[src/include/irq_pkg.sv]
// shared constants for the peripheral interrupt and reset status block
package irq_pkg;
   // register map, byte addresses on the 32-bit register bus
   localparam int ADDR_W = 8;
   localparam logic [7:0] OFF_ENABLE = 8'h00;
   localparam logic [7:0] OFF_FLAGS = 8'h04;
   localparam logic [7:0] OFF_POWER = 8'h08;
   localparam logic [7:0] OFF_BOR_CTRL = 8'h0C;
   // bit positions in the enable and flag registers
   localparam int BIT_ADC = 6;
   localparam int BIT_CAPCMP = 5;
   localparam int BIT_CMP = 3;
   localparam int BIT_T2 = 1;
   localparam int BIT_T1 = 0;
   // bit positions in the power control register and brown-out control
   localparam int BIT_POR = 1;
   localparam int BIT_BOR = 0;
   localparam int BIT_BOR_EN = 0;
   // implemented bit masks for the two build variants and the power control register
   localparam logic [7:0] IMPL_FULL = 8'h6B;
   localparam logic [7:0] IMPL_REDUCED = 8'h09;
   localparam logic [7:0] IMPL_POWER = 8'h03;
   // reset values
   localparam logic [7:0] ENABLE_RST = 8'h00;
   localparam logic [7:0] FLAGS_RST = 8'h00;
   localparam logic [7:0] POWER_RST = 8'h00;
   localparam logic BOR_EN_RST = 1'b1;
   // bus responses
   localparam logic [1:0] RESP_OKAY = 2'h0;
   localparam logic [1:0] RESP_SLVERR = 2'h2;

   // operating mode of the capture/compare unit
   typedef enum logic [1:0] {MODE_OFF, MODE_CAPTURE, MODE_COMPARE, MODE_PWM} capcmp_mode_t;

   // true for an address that hits one of the four registers
   function automatic logic is_mapped(input logic [ADDR_W-1:0] a);
      return (a == OFF_ENABLE) || (a == OFF_FLAGS) || (a == OFF_POWER) || (a == OFF_BOR_CTRL);
   endfunction
endpackage

[src/design/periph_irq_status.sv]
// peripheral interrupt enables, sticky flags and power/reset status registers
// Operation
// - group enable low blocks every peripheral interrupt
// - per-source enable bits 6,5,3,1,0
// - unimplemented bits read zero, ignore writes
// - reduced variant drops adc, capcmp, timer2 bits
// - flags set regardless of any enable
// - adc flag set on conversion done
// - capcmp flag on capture/compare, never pwm
// - comparator flag on output change, sticky
// - timer2 flag on period match, sticky
// - timer1 flag on overflow, software clear only
// - power-on reset drives por bit low
// - brown-out reset drives bor bit low
// - bor bit reads zero while brown-out disabled
// - register holds brown-out reset software enable
// - group enable is control bit 6
// - global enable low blocks all interrupts
`timescale 1ns/1ps
module periph_irq_status #(
   parameter bit FULL_VARIANT = 1'b1
) (
   // clock and reset
   input wire logic aclk,
   input wire logic aresetn,
   // axi4-lite write
   input wire logic [irq_pkg::ADDR_W-1:0] s_axi_awaddr,
   input wire logic s_axi_awvalid,
   output logic s_axi_awready,
   input wire logic [31:0] s_axi_wdata,
   input wire logic [3:0] s_axi_wstrb,
   input wire logic s_axi_wvalid,
   output logic s_axi_wready,
   output logic [1:0] s_axi_bresp,
   output logic s_axi_bvalid,
   input wire logic s_axi_bready,
   // axi4-lite read
   input wire logic [irq_pkg::ADDR_W-1:0] s_axi_araddr,
   input wire logic s_axi_arvalid,
   output logic s_axi_arready,
   output logic [31:0] s_axi_rdata,
   output logic [1:0] s_axi_rresp,
   output logic s_axi_rvalid,
   input wire logic s_axi_rready,
   // peripheral events
   input wire logic adc_done_evt,
   input wire logic capcmp_capture_evt,
   input wire logic capcmp_compare_evt,
   input wire irq_pkg::capcmp_mode_t capcmp_mode,
   input wire logic comparator_out,
   input wire logic timer_two_match_evt,
   input wire logic timer_one_ovf_evt,
   // reset sources
   input wire logic power_on_reset_evt,
   input wire logic brownout_reset_evt,
   // gates from the global interrupt control register
   input wire logic global_irq_en,
   input wire logic periph_group_irq_en,
   // to the core and the reset circuit
   output logic periph_irq_req,
   output logic brownout_reset_en
);
   localparam logic [7:0] IMPL = FULL_VARIANT ? irq_pkg::IMPL_FULL : irq_pkg::IMPL_REDUCED;

   logic wr_en;
   logic [irq_pkg::ADDR_W-1:0] wr_addr;
   logic [irq_pkg::ADDR_W-1:0] rd_addr;
   logic [31:0] wr_data;
   logic [31:0] rd_data;
   logic [3:0] wr_strb;
   // per-register write strobes
   logic en_wr;
   logic flag_wr;
   logic power_wr;
   logic bor_ctrl_wr;
   // register state
   logic [7:0] periph_irq_enable_q;
   logic [7:0] periph_irq_enable_d;
   logic [7:0] periph_irq_flags_q;
   logic [7:0] power_control_status_q;
   logic bor_en_q;
   logic bor_en_d;
   // event conditioning
   logic [7:0] flag_evt;
   logic [7:0] power_evt;
   logic cmp_prev_q;
   logic cmp_prev_d;
   logic cmp_seen_q;
   logic cmp_seen_d;
   logic capcmp_evt;
   logic cmp_change;
   // request to the core
   logic irq_q;
   logic irq_d;

   // bus slave
   axil_regs_slave u_bus (
      .aclk(aclk),
      .aresetn(aresetn),
      .s_axi_awaddr(s_axi_awaddr),
      .s_axi_awvalid(s_axi_awvalid),
      .s_axi_awready(s_axi_awready),
      .s_axi_wdata(s_axi_wdata),
      .s_axi_wstrb(s_axi_wstrb),
      .s_axi_wvalid(s_axi_wvalid),
      .s_axi_wready(s_axi_wready),
      .s_axi_bresp(s_axi_bresp),
      .s_axi_bvalid(s_axi_bvalid),
      .s_axi_bready(s_axi_bready),
      .s_axi_araddr(s_axi_araddr),
      .s_axi_arvalid(s_axi_arvalid),
      .s_axi_arready(s_axi_arready),
      .s_axi_rdata(s_axi_rdata),
      .s_axi_rresp(s_axi_rresp),
      .s_axi_rvalid(s_axi_rvalid),
      .s_axi_rready(s_axi_rready),
      .wr_en(wr_en),
      .wr_addr(wr_addr),
      .wr_data(wr_data),
      .wr_strb(wr_strb),
      .rd_addr(rd_addr),
      .rd_data(rd_data)
   );

   // write strobe of one register; only the low byte lane carries register bits
   function automatic logic write_hit(input logic en, input logic [3:0] strb,
      input logic [irq_pkg::ADDR_W-1:0] a, input logic [irq_pkg::ADDR_W-1:0] off);
      return en && strb[0] && (a == off);
   endfunction

   // write decode
   assign en_wr = write_hit(wr_en, wr_strb, wr_addr, irq_pkg::OFF_ENABLE);
   assign flag_wr = write_hit(wr_en, wr_strb, wr_addr, irq_pkg::OFF_FLAGS);
   assign power_wr = write_hit(wr_en, wr_strb, wr_addr, irq_pkg::OFF_POWER);
   assign bor_ctrl_wr = write_hit(wr_en, wr_strb, wr_addr, irq_pkg::OFF_BOR_CTRL);

   // event conditioning; capcmp only reports in capture or compare mode
   always_comb begin
      capcmp_evt = ((capcmp_mode == irq_pkg::MODE_CAPTURE) && capcmp_capture_evt)
         || ((capcmp_mode == irq_pkg::MODE_COMPARE) && capcmp_compare_evt);
      // no edge before the first sample, so reset does not fake a change
      cmp_change = cmp_seen_q && (comparator_out != cmp_prev_q);
      cmp_prev_d = comparator_out;
      cmp_seen_d = 1'b1;
      flag_evt = 8'h00;
      flag_evt[irq_pkg::BIT_ADC] = adc_done_evt;
      flag_evt[irq_pkg::BIT_CAPCMP] = capcmp_evt;
      flag_evt[irq_pkg::BIT_CMP] = cmp_change;
      flag_evt[irq_pkg::BIT_T2] = timer_two_match_evt;
      flag_evt[irq_pkg::BIT_T1] = timer_one_ovf_evt;
      power_evt = 8'h00;
      power_evt[irq_pkg::BIT_POR] = power_on_reset_evt;
      power_evt[irq_pkg::BIT_BOR] = brownout_reset_evt;
   end

   // sticky flags, set independent of any enable; set beats a clearing write
   event_status_reg #(
      .IMPL(IMPL),
      .RST(irq_pkg::FLAGS_RST),
      .HW_VAL(1'b1)
   ) u_flags (
      .aclk(aclk),
      .aresetn(aresetn),
      .wr_en(flag_wr),
      .wr_data(wr_data[7:0]),
      .evt(flag_evt),
      .value_q(periph_irq_flags_q)
   );

   // reset status: reset events force bits low, software writes them high
   event_status_reg #(
      .IMPL(irq_pkg::IMPL_POWER),
      .RST(irq_pkg::POWER_RST),
      .HW_VAL(1'b0)
   ) u_power (
      .aclk(aclk),
      .aresetn(aresetn),
      .wr_en(power_wr),
      .wr_data(wr_data[7:0]),
      .evt(power_evt),
      .value_q(power_control_status_q)
   );

   // enables and brown-out control
   always_comb begin
      periph_irq_enable_d = periph_irq_enable_q;
      if (en_wr) begin
         periph_irq_enable_d = wr_data[7:0] & IMPL;
      end
      bor_en_d = bor_ctrl_wr ? wr_data[irq_pkg::BIT_BOR_EN] : bor_en_q;
   end

   // request: both gates must be open; registered so the core sees a clean level
   always_comb begin
      irq_d = global_irq_en && periph_group_irq_en
         && (|(periph_irq_flags_q & periph_irq_enable_q));
   end

   // read mux; bor status is masked rather than cleared, so it returns on re-enable
   always_comb begin
      rd_data = 32'h0000_0000;
      unique case (rd_addr)
         irq_pkg::OFF_ENABLE: begin
            rd_data[7:0] = periph_irq_enable_q;
         end
         irq_pkg::OFF_FLAGS: begin
            rd_data[7:0] = periph_irq_flags_q;
         end
         irq_pkg::OFF_POWER: begin
            rd_data[7:0] = power_control_status_q;
            rd_data[irq_pkg::BIT_BOR] = power_control_status_q[irq_pkg::BIT_BOR] && bor_en_q;
         end
         irq_pkg::OFF_BOR_CTRL: begin
            rd_data[irq_pkg::BIT_BOR_EN] = bor_en_q;
         end
         default: begin
            rd_data = 32'h0000_0000;
         end
      endcase
   end

   // state registers
   always_ff @(posedge aclk) begin
      if (!aresetn) begin
         periph_irq_enable_q <= irq_pkg::ENABLE_RST;
         bor_en_q <= irq_pkg::BOR_EN_RST;
         cmp_prev_q <= 1'b0;
         cmp_seen_q <= 1'b0;
         irq_q <= 1'b0;
      end else begin
         periph_irq_enable_q <= periph_irq_enable_d;
         bor_en_q <= bor_en_d;
         cmp_prev_q <= cmp_prev_d;
         cmp_seen_q <= cmp_seen_d;
         irq_q <= irq_d;
      end
   end

   assign periph_irq_req = irq_q;
   assign brownout_reset_en = bor_en_q;
endmodule // periph_irq_status

[src/design/axil_regs_slave.sv]
// axi4-lite slave front end: single write and single read in flight
`timescale 1ns/1ps
module axil_regs_slave (
   // clock and reset
   input wire logic aclk,
   input wire logic aresetn,
   // write address and data channels
   input wire logic [irq_pkg::ADDR_W-1:0] s_axi_awaddr,
   input wire logic s_axi_awvalid,
   output logic s_axi_awready,
   input wire logic [31:0] s_axi_wdata,
   input wire logic [3:0] s_axi_wstrb,
   input wire logic s_axi_wvalid,
   output logic s_axi_wready,
   // write response channel
   output logic [1:0] s_axi_bresp,
   output logic s_axi_bvalid,
   input wire logic s_axi_bready,
   // read channels
   input wire logic [irq_pkg::ADDR_W-1:0] s_axi_araddr,
   input wire logic s_axi_arvalid,
   output logic s_axi_arready,
   output logic [31:0] s_axi_rdata,
   output logic [1:0] s_axi_rresp,
   output logic s_axi_rvalid,
   input wire logic s_axi_rready,
   // register side
   output logic wr_en,
   output logic [irq_pkg::ADDR_W-1:0] wr_addr,
   output logic [31:0] wr_data,
   output logic [3:0] wr_strb,
   output logic [irq_pkg::ADDR_W-1:0] rd_addr,
   input wire logic [31:0] rd_data
);
   logic aw_held_q, aw_held_d, w_held_q, w_held_d;
   logic [irq_pkg::ADDR_W-1:0] aw_addr_q, aw_addr_d;
   logic [31:0] w_data_q, w_data_d;
   logic [3:0] w_strb_q, w_strb_d;
   logic bvalid_q, bvalid_d, rvalid_q, rvalid_d;
   logic [1:0] bresp_q, bresp_d, rresp_q, rresp_d;
   logic [31:0] rdata_q, rdata_d;
   logic aw_take, w_take, ar_take;

   // a channel is taken only while its holding slot is free
   assign s_axi_awready = !aw_held_q;
   assign s_axi_wready = !w_held_q;
   assign s_axi_arready = !rvalid_q;
   assign s_axi_bvalid = bvalid_q;
   assign s_axi_bresp = bresp_q;
   assign s_axi_rvalid = rvalid_q;
   assign s_axi_rresp = rresp_q;
   assign s_axi_rdata = rdata_q;
   assign aw_take = s_axi_awvalid && !aw_held_q;
   assign w_take = s_axi_wvalid && !w_held_q;
   assign ar_take = s_axi_arvalid && !rvalid_q;
   assign rd_addr = s_axi_araddr;

   // write path: address and data in either order, commit when both present
   always_comb begin
      aw_held_d = aw_held_q || aw_take;
      w_held_d = w_held_q || w_take;
      aw_addr_d = aw_take ? s_axi_awaddr : aw_addr_q;
      w_data_d = w_take ? s_axi_wdata : w_data_q;
      w_strb_d = w_take ? s_axi_wstrb : w_strb_q;
      wr_addr = aw_take ? s_axi_awaddr : aw_addr_q;
      wr_data = w_take ? s_axi_wdata : w_data_q;
      wr_strb = w_take ? s_axi_wstrb : w_strb_q;
      // commit waits for the previous response so only one is ever pending
      wr_en = aw_held_d && w_held_d && !bvalid_q;
      bvalid_d = bvalid_q && !s_axi_bready;
      bresp_d = bresp_q;
      if (wr_en) begin
         aw_held_d = 1'b0;
         w_held_d = 1'b0;
         bvalid_d = 1'b1;
         bresp_d = irq_pkg::is_mapped(wr_addr) ? irq_pkg::RESP_OKAY : irq_pkg::RESP_SLVERR;
      end
   end

   // read path: data captured on the address handshake
   always_comb begin
      rvalid_d = ar_take || (rvalid_q && !s_axi_rready);
      rdata_d = ar_take ? rd_data : rdata_q;
      rresp_d = rresp_q;
      if (ar_take) begin
         rresp_d = irq_pkg::is_mapped(s_axi_araddr) ? irq_pkg::RESP_OKAY : irq_pkg::RESP_SLVERR;
      end
   end

   // state registers
   always_ff @(posedge aclk) begin
      if (!aresetn) begin
         aw_held_q <= 1'b0;
         w_held_q <= 1'b0;
         aw_addr_q <= '0;
         w_data_q <= '0;
         w_strb_q <= '0;
         bvalid_q <= 1'b0;
         bresp_q <= irq_pkg::RESP_OKAY;
         rvalid_q <= 1'b0;
         rresp_q <= irq_pkg::RESP_OKAY;
         rdata_q <= '0;
      end else begin
         aw_held_q <= aw_held_d;
         w_held_q <= w_held_d;
         aw_addr_q <= aw_addr_d;
         w_data_q <= w_data_d;
         w_strb_q <= w_strb_d;
         bvalid_q <= bvalid_d;
         bresp_q <= bresp_d;
         rvalid_q <= rvalid_d;
         rresp_q <= rresp_d;
         rdata_q <= rdata_d;
      end
   end
endmodule // axil_regs_slave

[src/design/event_status_reg.sv]
// status register whose bits software writes and hardware events force
`timescale 1ns/1ps
module event_status_reg #(
   parameter logic [7:0] IMPL = 8'hFF,
   parameter logic [7:0] RST = 8'h00,
   parameter logic HW_VAL = 1'b1
) (
   // clock and reset
   input wire logic aclk,
   input wire logic aresetn,
   // software write
   input wire logic wr_en,
   input wire logic [7:0] wr_data,
   // hardware events, one bit per position
   input wire logic [7:0] evt,
   // state
   output logic [7:0] value_q
);
   logic [7:0] value_d;

   // event is applied after the write so the event wins a same-cycle clash
   always_comb begin
      value_d = wr_en ? wr_data : value_q;
      if (HW_VAL) begin
         value_d = value_d | evt;
      end else begin
         value_d = value_d & ~evt;
      end
      // unimplemented bits never store anything
      value_d = value_d & IMPL;
   end

   // register
   always_ff @(posedge aclk) begin
      if (!aresetn) begin
         value_q <= RST & IMPL;
      end else begin
         value_q <= value_d;
      end
   end
endmodule // event_status_reg

[config.mk]
export PLATFORM = sky130hd
export DESIGN_NAME = periph_irq_status
export DESIGN_NICKNAME = d
export VERILOG_FILES = /design/src/include/irq_pkg.sv /design/src/design/periph_irq_status.sv /design/src/design/axil_regs_slave.sv /design/src/design/event_status_reg.sv
export SDC_FILE = /design/constraint.sdc
export NUM_CORES = 1
export LEC_CHECK = 0
export BUFFER_PORTS_ARGS = -buffer_cell sky130_fd_sc_hd__buf_2
export CAP_MARGIN = 20
export CORE_UTILIZATION = 49
export CTS_CLUSTER_SIZE = 20
export DETAILED_ROUTE_END_ITERATION = 6
export GPL_TIMING_DRIVEN = 0
export PLACE_DENSITY_LB_ADDON = 0.05
export SETUP_SLACK_MARGIN = 0.05
export SYNTH_ARGS = -nofsm -noshare
export SYNTH_HDL_FRONTEND = slang
export SYNTH_HIERARCHICAL = 1
export SYNTH_SLANG_ARGS = --single-unit
[constraint.sdc]
create_clock -name aclk -period 3.1 [get_ports aclk]
set_input_delay 0.62 -clock aclk [delete_from_list [all_inputs] [get_ports aclk]]
set_output_delay 0.62 -clock aclk [all_outputs]
set_load 0.02 [all_outputs]
* Word-level counts from Yosys, hierarchy flattened
Index checks and enable logic that the tools add are counted.
Operators by class: equal/unequal tests 9, muxes and demuxes 11, bitwise gates (word level) 5, reduce and logical (&&, ||, !) cells 38
Operators with widths (number):
- equality test 8 x 4 -> 1 bit (second input constant) | 4
- logical AND 1 bit | 18
- case mux 6 bit (3 select lines) | 1
- equality test 8 x 3 -> 1 bit (second input constant) | 2
- zero test 8 bit | 2
- 2-to-1 mux 8 bit | 2
- logical OR 1 bit | 10
- OR reduction 8 bit | 1
- bitwise AND 7 bit | 1
- 2-to-1 mux 7 bit | 1
- OR 7 bit | 1
- zero test 1 bit | 6
- 2-to-1 mux 2 bit | 3
- case mux 1 bit (4 select lines) | 1
- 2-to-1 mux 1 bit | 3
- bitwise AND 2 bit | 1
- equality test 2 x 1 -> 1 bit (second input constant) | 1
- equality test 2 bit (second input constant) | 1
- inverter 2 bit | 1
- OR reduction 2 bit | 1
- inequality test 1 bit | 1
- inverter 1 bit | 1
Word-level totals: bits in registers 49, input port bits 71, logic and storage cells 80

* Longest topological paths before layout
word-level depth 9, depth in mapped cells 8, gate-level depth less buffers 8

* Hierarchy
The synthesis kept the hierarchy.
Modules (own cells, without submodules):
- axil_regs_slave | times used 1, cells an instance 327, area an instance 3298.2 µm²
- periph_irq_status | times used 1, cells an instance 81, area an instance 638.1 µm²
- event_status_reg at u_flags | times used 1, cells an instance 19, area an instance 220.2 µm²
- event_status_reg at u_power | times used 1, cells an instance 13, area an instance 133.9 µm²

* Worst setup path before layout
Ideal clock, no wire load.
kind input-to-reg, from in s_axi_awvalid, to reg u_flags.value_q[0], library setup time 0.115 ns, arrival time 3.021 ns, required time 2.985 ns, slack -0.035 ns, stages on the path 8, cells stage by stage nand2b_1 -> buf_2 -> mux2_2 -> or4_4 -> or2_1 -> nor3b_1 -> mux2_2 -> o21a_1
Between the ends: elaborated cells on any way between the ends 10
RTL lines:
- start: declaration | line periph_irq_status.sv:28 | input wire logic s_axi_awvalid,
- logical AND 1 bit | line axil_regs_slave.sv:53 | assign aw_take = s_axi_awvalid && !aw_held_q;
- 2-to-1 mux 8 bit
- named net wr_addr, one bit | line periph_irq_status.sv:66 | logic [irq_pkg::ADDR_W-1:0] wr_addr;
- equality test 8 x 3 -> 1 bit | line periph_irq_status.sv:128 | return en && strb[0] && (a == off);
- logical AND 1 bit | line periph_irq_status.sv:128
- named net flag_wr | line periph_irq_status.sv:73 | logic flag_wr;
- 2-to-1 mux 7 bit | line event_status_reg.sv:23 | value_d = wr_en ? wr_data : value_q;
- OR 7 bit | line event_status_reg.sv:25 | value_d = value_d | evt;
- end signal: assignment | line event_status_reg.sv:36 | value_q <= RST & IMPL;
- end signal: assignment | line event_status_reg.sv:38 | value_q <= value_d;
- end: declaration | line event_status_reg.sv:17 | output logic [7:0] value_q
The timed path passes the listed nets, and every way through them passes these cells. A chain may end at the register's enable or synchronous reset.

* Worst setup path in the final report
from reg u_bus.aw_held_q, to reg u_flags.value_q[6]
Between the ends: elaborated cells on any way between the ends 11
RTL lines:
- start: declaration | line axil_regs_slave.sv:35 | logic aw_held_q, aw_held_d, w_held_q, w_held_d;
- start signal: assignment | line axil_regs_slave.sv:104 | aw_held_q <= aw_held_d;
- zero test 1 bit | line axil_regs_slave.sv:53
- logical AND 1 bit | line axil_regs_slave.sv:53
- 2-to-1 mux 8 bit
- named net wr_addr, one bit | line periph_irq_status.sv:66
- equality test 8 x 3 -> 1 bit | line periph_irq_status.sv:128
- logical AND 1 bit | line periph_irq_status.sv:128
- named net flag_wr | line periph_irq_status.sv:73
- 2-to-1 mux 7 bit | line event_status_reg.sv:23
- OR 7 bit | line event_status_reg.sv:25
The timed path passes the listed nets, and every way through them passes these cells.

==> metrics.txt <==
# TYPE chip_impl_metric gauge
chip_impl_metric{name="grt.met1_usage",unit=""} 0.2418
chip_impl_metric{name="via_count",unit=""} 2552
chip_impl_info{name="most_common_library_cell_in_the_layout_ignoring_fill_and_taps",value="sky130_fd_sc_hd__buf_2"} 1
chip_impl_metric{name="fin_total_pwr",unit="uW"} 1922
chip_impl_metric{name="multi_input_area",unit="um2"} 1540
chip_impl_metric{name="report.final.hold_viol_count",unit=""} 0
chip_impl_metric{name="met3_demand_to_capacity_share_in_global_routing",unit=""} 0.04432
chip_impl_metric{name="cts_made_buffers",unit=""} 9
chip_impl_metric{name="port_buffers",unit=""} 79
chip_impl_metric{name="synthCells",unit=""} 346
chip_impl_metric{name="route.detailed.drc",unit=""} 0
chip_impl_metric{name="cp_data_arrival_time",unit="ns"} 3.12
chip_impl_info{name="critical_path.slowest_cell",value="sky130_fd_sc_hd__or4_4"} 1
chip_impl_info{name="timing.hold.worst.class",value="reg -> reg"} 1
chip_impl_metric{name="synth_area_per_cell",unit="um2"} 8.776
chip_impl_info{name="layout_common_cells",value="sky130_fd_sc_hd__buf_2, sky130_fd_sc_hd__nand2_1, sky130_fd_sc_hd__dfxtp_1"} 1
chip_impl_info{name="critical_path.startpoint",value="u_bus/aw_held_q"} 1
chip_impl_metric{name="synth_warnings",unit=""} 6
chip_impl_metric{name="p_leak",unit="uW"} 0.001738
chip_impl_metric{name="track_usage",unit=""} 0.2021
chip_impl_metric{name="core",unit="um2"} 5956
chip_impl_metric{name="relative_contribution_of_sequential_cells_to_total_power",unit=""} 0.489
chip_impl_metric{name="setup_violators_final",unit=""} 0
chip_impl_metric{name="power.switching",unit="uW"} 495.7
chip_impl_metric{name="p_per_area",unit="nW/um2"} 500.4
chip_impl_metric{name="period_needed",unit="ns"} 2.891
chip_impl_info{name="cts_tree",value="done"} 1
chip_impl_metric{name="first_iter_violations",unit=""} 65
chip_impl_metric{name="comb_power_share",unit=""} 0.155
chip_impl_metric{name="fin_worst_skew",unit="ns"} 0.007041
chip_impl_metric{name="worst_path_largest_cell_delay",unit="ns"} 0.57
chip_impl_metric{name="dieHeight",unit="um"} 80.72
chip_impl_metric{name="max_freq",unit="MHz"} 345.9
chip_impl_metric{name="grt_pass1_vias",unit=""} 2303
chip_impl_metric{name="data_required_critical_path",unit="ns"} 3.33
chip_impl_metric{name="worst_slew_pin_slew",unit="ns"} 0.5050
chip_impl_info{name="worstPathCellList",value="nand2b_1, buf_2, mux2_2, or4_4, or2_1, nor3b_4, mux2_2, o21a_1"} 1
chip_impl_metric{name="grt_first_pass_wirelength",unit="mm"} 9.860
chip_impl_info{name="critical_path.endpoint_type",value="flip-flop"} 1
chip_impl_metric{name="clock_insertion_delay_worst_skew",unit="ns"} 0.33
chip_impl_info{name="outcome",value="finished, final reports clean"} 1
chip_impl_metric{name="pint",unit="uW"} 1426
chip_impl_metric{name="grt_overflow",unit=""} 0
chip_impl_metric{name="floorplan.initialDensity",unit=""} 0.5099
chip_impl_metric{name="path_clk_slew",unit="ns"} 0.07
chip_impl_metric{name="met2_usage",unit=""} 0.3339
chip_impl_info{name="cp_common_cell",value="sky130_fd_sc_hd__mux2_2"} 1
chip_impl_metric{name="postRouteWirelength",unit="mm"} 6.258
chip_impl_metric{name="detailed_place_hpwl",unit="mm"} 4.619
chip_impl_metric{name="core.rowCount",unit=""} 28
chip_impl_metric{name="nets",unit=""} 538
chip_impl_metric{name="final_layout_size_suffix_gt1_frac",unit=""} 0.3185
chip_impl_metric{name="cts_hold_buffers",unit=""} 0
chip_impl_info{name="worstSetupStartpointType",value="flip-flop"} 1
chip_impl_info{name="hold_path_startpoint",value="u_bus/s_axi_rdata[14]"} 1
chip_impl_metric{name="width_of_the_die",unit="um"} 80.72
chip_impl_metric{name="num_antenna_cells",unit=""} 0
chip_impl_metric{name="fin_crit_sh",unit=""} 0.9325
chip_impl_info{name="setup_repair_after_global_routing_missed_its_margin",value="false"} 1
chip_impl_metric{name="final-seq-area",unit="um2"} 1361
chip_impl_metric{name="totalNegativeSetupSlack",unit="ns"} 0
chip_impl_info{name="worst_reg2reg_startpoint",value="u_bus/aw_held_q"} 1
chip_impl_metric{name="crit_path_max_fanout",unit=""} 10
chip_impl_metric{name="clock_sink_count",unit=""} 68
chip_impl_metric{name="grt_antenna_before_repair",unit=""} 0
chip_impl_metric{name="pin_count",unit=""} 114
chip_impl_metric{name="regToRegSetupSlack",unit="ns"} 0.21
chip_impl_metric{name="grt_start_max_net_pins",unit=""} 16
chip_impl_metric{name="layout-area-overhead-vs-synth",unit="%"} 26.49
chip_impl_metric{name="switching_share",unit=""} 0.2579
chip_impl_metric{name="maxCapViolCount",unit=""} 0
chip_impl_metric{name="detail_route.wl_per_cell",unit="um"} 11.46
chip_impl_metric{name="proportion_of_power_drawn_by_the_clock_network",unit=""} 0.356
chip_impl_info{name="top_usage_layer",value="met2"} 1
chip_impl_metric{name="clock_tree.buffer_depth",unit=""} 2
chip_impl_metric{name="finalMaxSlewViolations",unit=""} 0
chip_impl_metric{name="htreeDepth",unit=""} 3
chip_impl_metric{name="vdd_ir_drop_max",unit="mV"} 0.3064
chip_impl_metric{name="first_pass_detailed_route_iteration_total",unit=""} 4
chip_impl_metric{name="fp.dieArea",unit="um2"} 6516
chip_impl_info{name="cts-root-buf",value="sky130_fd_sc_hd__clkbuf_8"} 1
chip_impl_info{name="critical_path_class",value="reg -> reg"} 1
chip_impl_metric{name="postRouteAntennaNets",unit=""} 0
chip_impl_metric{name="maxSlewHeadroom",unit=""} 0.6608
chip_impl_metric{name="gp_routability_congestion",unit=""} 0.7270
chip_impl_metric{name="synth_area",unit="um2"} 3037
chip_impl_metric{name="num-fill-cells",unit=""} 544
chip_impl_metric{name="via_per_inst",unit=""} 4.674
==> flip-flops by register name, indices dropped and copies added (netlist names), 2 cells and up <==
signal / cells
u_bus/aw_addr_q: 8
u_bus/s_axi_rdata: 32
u_bus/w_data_q: 5
u_power/value_q: 2
u_flags/value_q: 5
periph_irq_enable_q: 5
==> per-stage QoR <==
| stage | setup slack (ns) | std cells | hold slack [ns] | util | instance area (um2) |
|---|---|---|---|---|---|
| after floorplan | 0.1392 | 377 | 0.4428 | - | 3158 |
| after global placement | -0.1798 | 531 | 0.4381 | 0.6124 | 3647 |
| after detailed placement | -0.2022 | 531 | 0.4432 | 0.6124 | 3647 |
| after CTS | 0.1329 | 546 | 0.4351 | 0.6439 | 3835 |
| after global routing | 0.09321 | 546 | 0.4288 | 0.6450 | 3841 |
| final | 0.2092 | 546 | 0.4495 | 0.6450 | 3841 |
==> critical path, delay by kind of cell, from the launching register on <==
family | cells | cell delay [ns]
simple gates | 4 | 1.31
mux | 2 | 0.75
flops | 1 | 0.34
buf+inv | 1 | 0.22
compound gates | 1 | 0.16
==> layer usage <==
layer	share of wire	vias to the layer above
li1	-	1332
met1	0.48	1140
met2	0.45	68
met3	0.047	12
met4	0.021	0
met5	0	-
==> path summary, 6_finish.rpt <==
path | end | cells past startpoint
setup / recovery | u_flags/value_q[6] | 8
hold / removal | u_bus/s_axi_rdata[14] | 2
setup reg to reg | u_flags/value_q[6] | 8
hold reg to reg | u_bus/s_axi_rdata[14] | 2
==> final cells by class <==
type	count	share of cell area
Multi-Input combinational cell	264	0.4010
Sequential cell	68	0.3544
Timing Repair Buffer	79	0.1029
Buffer	39	0.06254
Clock buffer	14	0.04756
Tap cell	75	0.02443
Inverter	6	0.005863
Clock inverter	1	0.001303
==> power by group through the flow <==
stage / clock network [uW] / logic [uW] / registers (uW)
3_5_place_dp: 0 / 295 / 961
2_1_floorplan: 0 / 180 / 986
6_report: 684 / 298 / 940
3_3_place_gp: 0 / 292 / 959
4_1_cts: 706 / 296 / 941
5_1_grt: 742 / 329 / 945
==> timing repair <==
action | CTS | global route
resized for setup | 0 | 1
endpoints found under the setup margin | 0 | 5
buffers inserted | 0 | 0
Note: power is estimated with default switching activity, not from simulation.
